## config.mk

```make
export PLATFORM = sky130hd
export DESIGN_NAME = adc_serial_port
export DESIGN_NICKNAME = d
export VERILOG_FILES = /design/src/hdl/adc_serial_port_pkg.sv /design/src/hdl/result_formatter.sv /design/src/hdl/adc_serial_port.sv
export SDC_FILE = /design/constraint.sdc
export NUM_CORES = 1
export LEC_CHECK = 0
export BUFFER_PORTS_ARGS = -buffer_cell sky130_fd_sc_hd__buf_2
export CAP_MARGIN = 10
export CORE_MARGIN = 1
export CORE_UTILIZATION = 52
export CTS_CLUSTER_DIAMETER = 50
export DETAILED_ROUTE_END_ITERATION = 7
export PLACE_DENSITY = 0.71
export SLEW_MARGIN = 20
export SYNTH_ARGS = -nofsm -noshare
export SYNTH_HDL_FRONTEND = slang
export SYNTH_SLANG_ARGS = --single-unit
```

## constraint.sdc

```tcl
create_clock -name ref_clk_i -period 6.1 [get_ports ref_clk_i]
set_input_delay 1.525 -clock ref_clk_i [delete_from_list [all_inputs] [get_ports ref_clk_i]]
set_output_delay 1.525 -clock ref_clk_i [all_outputs]
set_load 0.1 [all_outputs]
```

## src/hdl/adc_serial_port_pkg.sv

```systemverilog
// Purpose: Shared constants and types for the converter serial port.
// Assumes: 40 MHz ref_clk_i, serial clock sampled as a plain input.
// Notes: Field positions follow the 13-bit input word and 32-bit output frame.
package adc_serial_port_pkg;

  // ==========================================================================
  // Frame layout
  // ==========================================================================
  localparam int FRAME_BITS = 32;
  localparam int RESULT_BITS = 24;
  localparam int SUB_BITS = 5;
  localparam int IN_WORD_BITS = 13;
  localparam logic [5:0] LAST_EDGE = 6'h20;
  localparam logic [5:0] APPLY_MIN_BITS = 6'h03;

  // Input word positions, counted as bits received (first bit is 0)
  localparam int POS_PRE_HI = 0;
  localparam int POS_PRE_LO = 1;
  localparam int POS_ACCEPT = 2;
  localparam int POS_SETUP = 8;

  // Default selection after reset: differential, ch0 positive, ch1 negative
  localparam logic [4:0] CHAN_RESET = 5'h00;
  localparam logic [1:0] REJECT_RESET = 2'h0;
  localparam logic TEMP_RESET = 1'b0;
  localparam logic DOUBLE_RESET = 1'b0;

  // Conversion length, in ref_clk_i cycles, standing in for the analog core
  localparam int CONV_TIME_US = 200;
  localparam int CLK_MHZ = 40;
  localparam int CONV_CYCLES = CONV_TIME_US * CLK_MHZ;

  // Internal serial clock divider: half period in ref_clk_i cycles
  localparam logic [3:0] INT_SCK_HALF = 4'h4;

  // ==========================================================================
  // Types
  // ==========================================================================
  typedef struct packed {
    logic single_ended_bit;
    logic swap_bit;
    logic channel_pick_2;
    logic channel_pick_1;
    logic channel_pick_0;
  } chan_sel_t;

  typedef struct packed {
    logic temperature_select;
    logic line_reject_hi;
    logic line_reject_lo;
    logic double_rate_bit;
  } setup_t;

  typedef struct packed {
    logic polarity_flag;
    logic [RESULT_BITS-1:0] code;
    logic [SUB_BITS-1:0] sub;
  } result_t;

  typedef enum logic [3:0] {
    ST_CONVERT = 4'b0001,
    ST_SLEEP = 4'b0010,
    ST_OUTPUT = 4'b0100,
    ST_WAIT = 4'b1000
  } port_state_t;

endpackage

```

## src/hdl/result_formatter.sv

```systemverilog
// Purpose: Builds the 30 low bits of the output frame from a signed sample.
// Assumes: Sample is a two's complement value scaled so +-2^28 is full scale,
//   with bit 5 worth one result step.
// Notes: Combinational; registered by the caller when a conversion ends.
module result_formatter
  import adc_serial_port_pkg::*;
(
  input wire logic signed [29:0] sample_i,
  output adc_serial_port_pkg::result_t result_o
);

  // ==========================================================================
  // Offset code with clamping
  // ==========================================================================
  // Limits sit where bit 28 would start to alias the polarity flag
  localparam logic signed [29:0] POS_LIMIT = 30'sh0fffffff;
  localparam logic signed [29:0] NEG_LIMIT = -30'sh10000000;

  // Range check first so clamping overrides the raw bits
  always_comb
  begin
    if (sample_i > POS_LIMIT)
    begin
      result_o = '{polarity_flag: 1'b1, code: 24'h800000, sub: 5'h00};
    end
    else if (sample_i < NEG_LIMIT)
    begin
      result_o = '{polarity_flag: 1'b0, code: 24'h7fffff, sub: 5'h1f};
    end
    else
    begin
      // Non-negative sets the flag; the 24 bits read as offset code
      result_o.polarity_flag = ~sample_i[29];
      result_o.code = sample_i[28:5];
      result_o.sub = sample_i[4:0];
    end
  end

endmodule

```

## src/hdl/adc_serial_port.sv

```systemverilog
// Purpose: Serial port of a delta-sigma converter: state control, result
//   frame out, configuration word in.
// Assumes: cs_n_i, sck_i and sdi_i are asynchronous pins; the analog core
//   is replaced by a sample input and a fixed conversion time.
// Notes: Both edges of the serial clock are found by oversampling, so the
//   link clock must stay well below a quarter of ref_clk_i.
//
// How it works
// - after conversion, sleep while select high; leave only on select low
// - when all 32 bits have been clocked out, start a new conversion
// - select rising during edges 1..32 aborts output and starts converting
// - input bits sampled on rising serial edges while select low in output
// - 32-bit frame: done flag, zero, polarity, 24 result, 5 sub bits
// - done bit high while converting, low when done; output floats if deselected
// - frame bit 30 is always driven low
// - bit 29 high for zero or positive input, low for negative
// - bits 29,28 both high is overrange; both low is underrange
// - bits 28..5 are the result MSB first, 4..0 are sub bits
// - with select high, output is high impedance and serial clock ignored
// - before clocking, output shows the live done flag for interrupt use
// - bit 31 read on first rise; later bits shift on falling edges
// - on the 32nd falling edge output goes high marking a new conversion
// - overrange clamps to +FS+1LSB, zero subs; underrange -FS-1LSB, one subs
// - polarity flag with 24 bits forms an offset binary code
// - accept a 13-bit word: channel group and setup group
// - reset selects ch0+/ch1-, both-line rejection, single rate
// - first conversion starts at reset; host writes after it completes
// - prefix 000 or 100 keeps previous channel and setup
// - prefix 101: next five bits choose channels and polarity
// - setup update bit 0 keeps the previous setup
// - update 1 loads temperature, two rejection bits, double rate (forced low with temperature)
// - serial clock internal when pin floats, external if held low at select fall
module adc_serial_port
  import adc_serial_port_pkg::*;
(
  input wire logic ref_clk_i,
  input wire logic rst_n_i,
  input wire logic cs_n_i,
  input wire logic sck_i,
  input wire logic sck_pulled_i,
  input wire logic sdi_i,
  input wire logic signed [29:0] sample_i,
  output logic sck_o,
  output logic sck_oe_o,
  output logic sdo_o,
  output logic sdo_oe_o,
  output logic converting_o,
  output adc_serial_port_pkg::chan_sel_t chan_sel_o,
  output adc_serial_port_pkg::setup_t setup_o
);

  // ==========================================================================
  // Pin synchronisers
  // ==========================================================================
  logic [1:0] cs_meta;
  logic [1:0] sck_meta;
  logic [1:0] sdi_meta;
  logic [1:0] pull_meta;
  logic cs_n;
  logic cs_n_d;
  logic sck_ext;
  logic sck_d;
  logic sdi_s;
  logic sck_low_s;

  // Two stages per pin; only the second stage feeds logic
  always_ff @(posedge ref_clk_i)
  begin
    if (!rst_n_i)
    begin
      cs_meta <= 2'h3;
      sck_meta <= 2'h0;
      sdi_meta <= 2'h0;
      pull_meta <= 2'h0;
    end
    else
    begin
      cs_meta <= {cs_meta[0], cs_n_i};
      sck_meta <= {sck_meta[0], sck_i};
      sdi_meta <= {sdi_meta[0], sdi_i};
      pull_meta <= {pull_meta[0], sck_pulled_i};
    end
  end

  assign cs_n = cs_meta[1];
  assign sck_ext = sck_meta[1];
  assign sdi_s = sdi_meta[1];
  assign sck_low_s = pull_meta[1];

  // ==========================================================================
  // State and frame counters
  // ==========================================================================
  port_state_t state;
  logic [5:0] rise_cnt;
  logic [5:0] fall_cnt;
  logic [13:0] conv_cnt;
  logic ext_mode;
  logic int_phase;
  logic [3:0] div_cnt;
  logic sck_cur;
  logic sck_rise;
  logic sck_fall;
  logic cs_fall;
  logic cs_rise;
  logic frame_done;
  logic frame_abort;
  logic conv_end;
  logic start_conv;

  // Selected serial clock: pin in external mode, own divider otherwise
  assign sck_cur = ext_mode ? sck_ext : int_phase;
  assign cs_fall = cs_n_d && !cs_n;
  assign cs_rise = !cs_n_d && cs_n;
  assign sck_rise = (state == ST_OUTPUT) && !cs_n && !sck_d && sck_cur;
  assign sck_fall = (state == ST_OUTPUT) && !cs_n && sck_d && !sck_cur;
  assign frame_done = sck_fall && (fall_cnt == LAST_EDGE - 6'h01);
  assign frame_abort = cs_rise && (state == ST_OUTPUT) && (rise_cnt != 6'h00);
  assign conv_end = (state == ST_CONVERT) && (conv_cnt == 14'(CONV_CYCLES - 1));
  assign start_conv = frame_done || frame_abort;

  // Edge history of select and serial clock
  always_ff @(posedge ref_clk_i)
  begin
    if (!rst_n_i)
    begin
      cs_n_d <= 1'b1;
      sck_d <= 1'b0;
    end
    else
    begin
      cs_n_d <= cs_n;
      sck_d <= sck_cur;
    end
  end

  // Clock mode caught at each select fall; floating pin means internal
  always_ff @(posedge ref_clk_i)
  begin
    if (!rst_n_i)
    begin
      ext_mode <= 1'b1;
    end
    else if (cs_fall)
    begin
      ext_mode <= sck_low_s;
    end
  end

  // Internal serial clock divider, runs only while shifting a frame
  always_ff @(posedge ref_clk_i)
  begin
    if (!rst_n_i || ext_mode || state != ST_OUTPUT || cs_n)
    begin
      div_cnt <= 4'h0;
      int_phase <= 1'b0;
    end
    else if (div_cnt == INT_SCK_HALF - 4'h1)
    begin
      div_cnt <= 4'h0;
      int_phase <= ~int_phase;
    end
    else
    begin
      div_cnt <= div_cnt + 4'h1;
    end
  end

  // Main state sequence; reset starts the first conversion at once
  always_ff @(posedge ref_clk_i)
  begin
    if (!rst_n_i)
    begin
      state <= ST_CONVERT;
    end
    else
    begin
      unique case (state)
        ST_CONVERT:
        begin
          if (conv_end)
          begin
            state <= cs_n ? ST_SLEEP : ST_WAIT;
          end
        end
        ST_SLEEP:
        begin
          if (!cs_n)
          begin
            state <= ST_OUTPUT;
          end
        end
        ST_WAIT:
        begin
          // Done seen while selected; a fresh select fall opens the frame
          if (cs_n)
          begin
            state <= ST_SLEEP;
          end
        end
        ST_OUTPUT:
        begin
          if (start_conv)
          begin
            state <= ST_CONVERT;
          end
          else if (cs_n)
          begin
            state <= ST_SLEEP;
          end
        end
      endcase
    end
  end

  // Conversion timer stands in for the modulator
  always_ff @(posedge ref_clk_i)
  begin
    if (!rst_n_i || state != ST_CONVERT)
    begin
      conv_cnt <= 14'h0000;
    end
    else
    begin
      conv_cnt <= conv_cnt + 14'h0001;
    end
  end

  // Edge counters restart with every frame
  always_ff @(posedge ref_clk_i)
  begin
    if (!rst_n_i || state != ST_OUTPUT)
    begin
      rise_cnt <= 6'h00;
      fall_cnt <= 6'h00;
    end
    else
    begin
      if (sck_rise && rise_cnt != LAST_EDGE)
      begin
        rise_cnt <= rise_cnt + 6'h01;
      end
      if (sck_fall && fall_cnt != LAST_EDGE)
      begin
        fall_cnt <= fall_cnt + 6'h01;
      end
    end
  end

  // ==========================================================================
  // Result capture and output shifter
  // ==========================================================================
  result_t fmt;
  result_t held;
  logic [FRAME_BITS-1:0] shift;

  result_formatter u_fmt (
    .sample_i(sample_i),
    .result_o(fmt)
  );

  // Result frozen at the end of each conversion
  always_ff @(posedge ref_clk_i)
  begin
    if (!rst_n_i)
    begin
      held <= '0;
    end
    else if (conv_end)
    begin
      held <= fmt;
    end
  end

  // Frame loaded on entry to output, shifted on each falling edge
  always_ff @(posedge ref_clk_i)
  begin
    if (!rst_n_i)
    begin
      shift <= '0;
    end
    else if (state != ST_OUTPUT)
    begin
      shift <= {1'b0, 1'b0, held};
    end
    else if (sck_fall)
    begin
      shift <= {shift[FRAME_BITS-2:0], 1'b1};
    end
  end

  // Output pin: live done flag, frame bits, high after the last fall
  always_ff @(posedge ref_clk_i)
  begin
    if (!rst_n_i)
    begin
      sdo_o <= 1'b0;
      sdo_oe_o <= 1'b0;
    end
    else
    begin
      sdo_oe_o <= !cs_n;
      if (state == ST_CONVERT)
      begin
        sdo_o <= 1'b1;
      end
      else if (state != ST_OUTPUT || fall_cnt == 6'h00)
      begin
        sdo_o <= 1'b0;
      end
      else
      begin
        sdo_o <= shift[FRAME_BITS-1];
      end
    end
  end

  // Internal clock drive only in internal mode while selected
  always_ff @(posedge ref_clk_i)
  begin
    if (!rst_n_i)
    begin
      sck_o <= 1'b0;
      sck_oe_o <= 1'b0;
      converting_o <= 1'b1;
    end
    else
    begin
      sck_o <= int_phase;
      sck_oe_o <= !ext_mode && !cs_n;
      converting_o <= (state == ST_CONVERT);
    end
  end

  // ==========================================================================
  // Configuration word capture
  // ==========================================================================
  logic [IN_WORD_BITS-1:0] in_word;

  // Bits taken on rising edges, first bit ends in the top position
  always_ff @(posedge ref_clk_i)
  begin
    if (!rst_n_i || state != ST_OUTPUT)
    begin
      in_word <= '0;
    end
    else if (sck_rise && rise_cnt < 6'(IN_WORD_BITS))
    begin
      in_word[IN_WORD_BITS-1-rise_cnt[3:0]] <= sdi_s;
    end
  end

  // Applied when a frame ends or aborts; channel needs 9 bits in, setup all 13
  always_ff @(posedge ref_clk_i)
  begin
    if (!rst_n_i)
    begin
      chan_sel_o <= CHAN_RESET;
      setup_o <= {TEMP_RESET, REJECT_RESET, DOUBLE_RESET};
    end
    else if (start_conv && rise_cnt >= 6'(POS_SETUP + 1)
             && in_word[IN_WORD_BITS-1-POS_PRE_HI] && !in_word[IN_WORD_BITS-1-POS_PRE_LO]
             && in_word[IN_WORD_BITS-1-POS_ACCEPT])
    begin
      chan_sel_o <= in_word[9:5];
      if (in_word[IN_WORD_BITS-1-POS_SETUP] && rise_cnt >= 6'(IN_WORD_BITS))
      begin
        setup_o.temperature_select <= in_word[3];
        setup_o.line_reject_hi <= in_word[2];
        setup_o.line_reject_lo <= in_word[1];
        // Temperature runs force single rate
        setup_o.double_rate_bit <= in_word[0] & ~in_word[3];
      end
    end
  end

endmodule

```

==> impl_results.md <==
- Area fraction of the dominant cell type after synthesis: 47.29%
- Yosys warnings: 0
- Area Growth Syn to Fin: 15.39%
- Power density cells: 308.0 nW/µm²
- Cts repair resizes: 0
- Crit share post-route: 53.43%
- Final hold viol count: 0
- GRT Util Overall: 23.19%
- Initial core utilization: 54.39%
- Routed WL: 12530 µm
- Post-synth EDFFs: 0
- Worst Hold Slack: just over 0.4 ns
- RD Place Congestion: 0.7786
- Reg clk slew, reported paths: ~0.060 ns
- Via Count: 4906
- Post-synthesis register bit count: 135
- GRT overflow: 0
- Ant. Diodes: 0
- Row count: 37
- Via-per-instance ratio: 5.847
- # port buffers: a little under 50
- Clock buffer depth: 2
- Tmin final: 3.259 ns
- Synth async-reset ratio: 0%
- DIE WIDTH: approximately 110 µm
- Post-Synthesis Cells: about 670
- Slew Limit Headroom: 27.07%
- Die H: 106.8 µm
- Hold buffers post-CTS: 0
- Worst vdd ir: around 170 µV
- Status: complete, no violations
- Leading area contributor after synthesis: dfxtp_1
- Synthesized area per cell: 8.543 µm²
- Layout cell share with drive strength beyond 1: 13.23%
- Pins Over Slew Limit: 0
- Most common cell in the netlist: dfxtp_1
- Die area: 11410 µm²
- Final setup fails: 0
- Maxcap violations: 0
- CTS buffer count: 17
- Core area: 10510 µm²
- Vias in the first global route: 4621
- Estimated wirelength of the detail-placed design: 7739 µm
- Crit path kind: in -> reg
- Main area contributors after synthesis: dfxtp_1, nand2_1, a21oi_1
- Setup TNS Final: 0 ns
- Hold Path Class: reg -> reg
- Top cells by count, synth: dfxtp_1, nand2_1, a21oi_1
- Setup Buffers After CTS: 0
- WL/cell: approximately 15 µm
- Seq/Total Area, Yosys: 47.29%
- Number of top-level pins: 50
- Startpoint types: input pin
- FMAX: a little over 0.3 GHz
- Total power: 2.031 mW
- Slew of the pin with the lowest slew margin: 1.084 ns
- Post-Syn Area: 5715 µm²
- Initial antenna violation count: 0
- Clk sink count: about 140
- Distinct cells, synth: 47
- Final nets: 736
- Crit end category: flop
- Leakage Power: 2.359 nW
- First-pass GRT wire length: 21220 µm
- Critical-path maximum fanout: 32
- DRT Pass-1 Iters: 5
- CTS root buf: clkbuf_8
- DRC: 0
- Synth Flop Type: dfxtp_1
- Final core utilization: 62.76%
- WP data required: 6.53 ns
- H-tree depth: 4
- CTS tree: yes
- WP data arrival: ~3.7 ns
- DR iter-0 viols: around 330
- FILL cells: 866
- Final clock skew: 0.008666 ns
- Largest net degree at the start of global routing: 68
- ANT nets after route: 0
- Syn Nets: 715
- Worst-Skew Late Latency: 0.52 ns
- Unrepaired setup endpoints after global routing: false
metal layers:
metal  vias up  track usage [%]  share of wire, %
met1      2314            30.24                46
met4         0            8.121               1.5
met5         -                0                 0
li1       2438                -                 -
met2       134            38.43                48
met3        20            4.255               4.4
path summary, 6_finish.rpt:
kind                       startpoint                       to  slack [ns]  cells after the start
max reg2reg  rise_cnt[0]$_SDFFE_PP0P_  setup_o[2]$_SDFFE_PN0P_        3.27                      6
min reg2reg     cs_meta[0]$_SDFF_PN1_    cs_meta[1]$_SDFF_PN1_        0.41                      1
min             cs_meta[0]$_SDFF_PN1_    cs_meta[1]$_SDFF_PN1_        0.41                      1
max                           rst_n_i  in_word[3]$_SDFFE_PP0P_        2.84                      5
flip-flops by register name, summed over array words and instances (netlist names), 2 cells and up:
| signal | cells |
|---|---|
| conv_cnt | 14 |
| held | 30 |
| pull_meta | 2 |
| div_cnt | 4 |
| sdi_meta | 2 |
| in_word | 13 |
| sck_meta | 2 |
| chan_sel_o | 5 |
| setup_o | 4 |
| fall_cnt | 6 |
| shift | 32 |
| cs_meta | 2 |
| rise_cnt | 6 |
| state | 4 |
power breakdown:
| part | internal, mW | switching [mW] | total (mW) |
|---|---|---|---|
| clock network | 0.634 | 0.401 | 1.04 |
| logic | 0.0275 | 0.0679 | 0.0954 |
| registers | 0.892 | 0.00834 | 0.900 |
| total | 1.55 | 0.478 | 2.03 |
area by class of cell:
| type | instances | area [µm²] | share of cell area (%) |
|---|---|---|---|
| Clock inverter | 14 | 187.7 | 2.846 |
| Tap cell | 136 | 170.2 | 2.580 |
| Inverter | 13 | 48.80 | 0.7399 |
| Clock buffer | 18 | 417.9 | 6.337 |
| Timing Repair Buffer | 55 | 290.3 | 4.401 |
| Multi-Input combinational cell | 468 | 2778 | 42.12 |
| Sequential cell | 135 | 2703 | 40.98 |
kinds of logic (layout without fill, tap and decap cells):
family,Yosys count,count (layout),share of synthesized area (%)
and+or+nand+nor,221,221,18.87
AOI/OAI and AO/OA,200,200,21.13
DFF,135,135,47.29
buffers and inverters,66,100,4.356
muxes,23,23,4.028
xor gates and xnor gates,14,14,2.145
adders and majority gates,10,10,2.189
worst max-delay path: stages:
cell and delay, ns:
buf_2 0.09, inv_1 0.42, nor2_1 0.92, nand2_1 0.47
mux2i_1 0.25
per-stage QoR:
stage	area, µm²	worst slack [ns]	cells
2_1_floorplan	5715	3.561	669
3_3_place_gp	5988	2.549	807
3_5_place_dp	5988	2.303	807
4_1_cts	6594	2.844	839
5_1_grt	6595	2.515	839
6_report	6595	2.841	839
layout by cell type, fill, tap and decap left out, types with 6 or more instances in the layout:
cell         n
a211oi_1    31
a21oi_1     74
a31oi_1     29
and2_1      14
buf_2       49
buf_4        6
clkbuf_16   16
dfxtp_1    135
ha_1        10
inv_1       13
mux2i_1     23
nand2_1    111
nand2b_1     6
nand3_1     20
nand4_1      8
nor2_1      21
o21ai_0     43
or4_1        9
xor2_1      10
(Power assumes the default switching activity.)
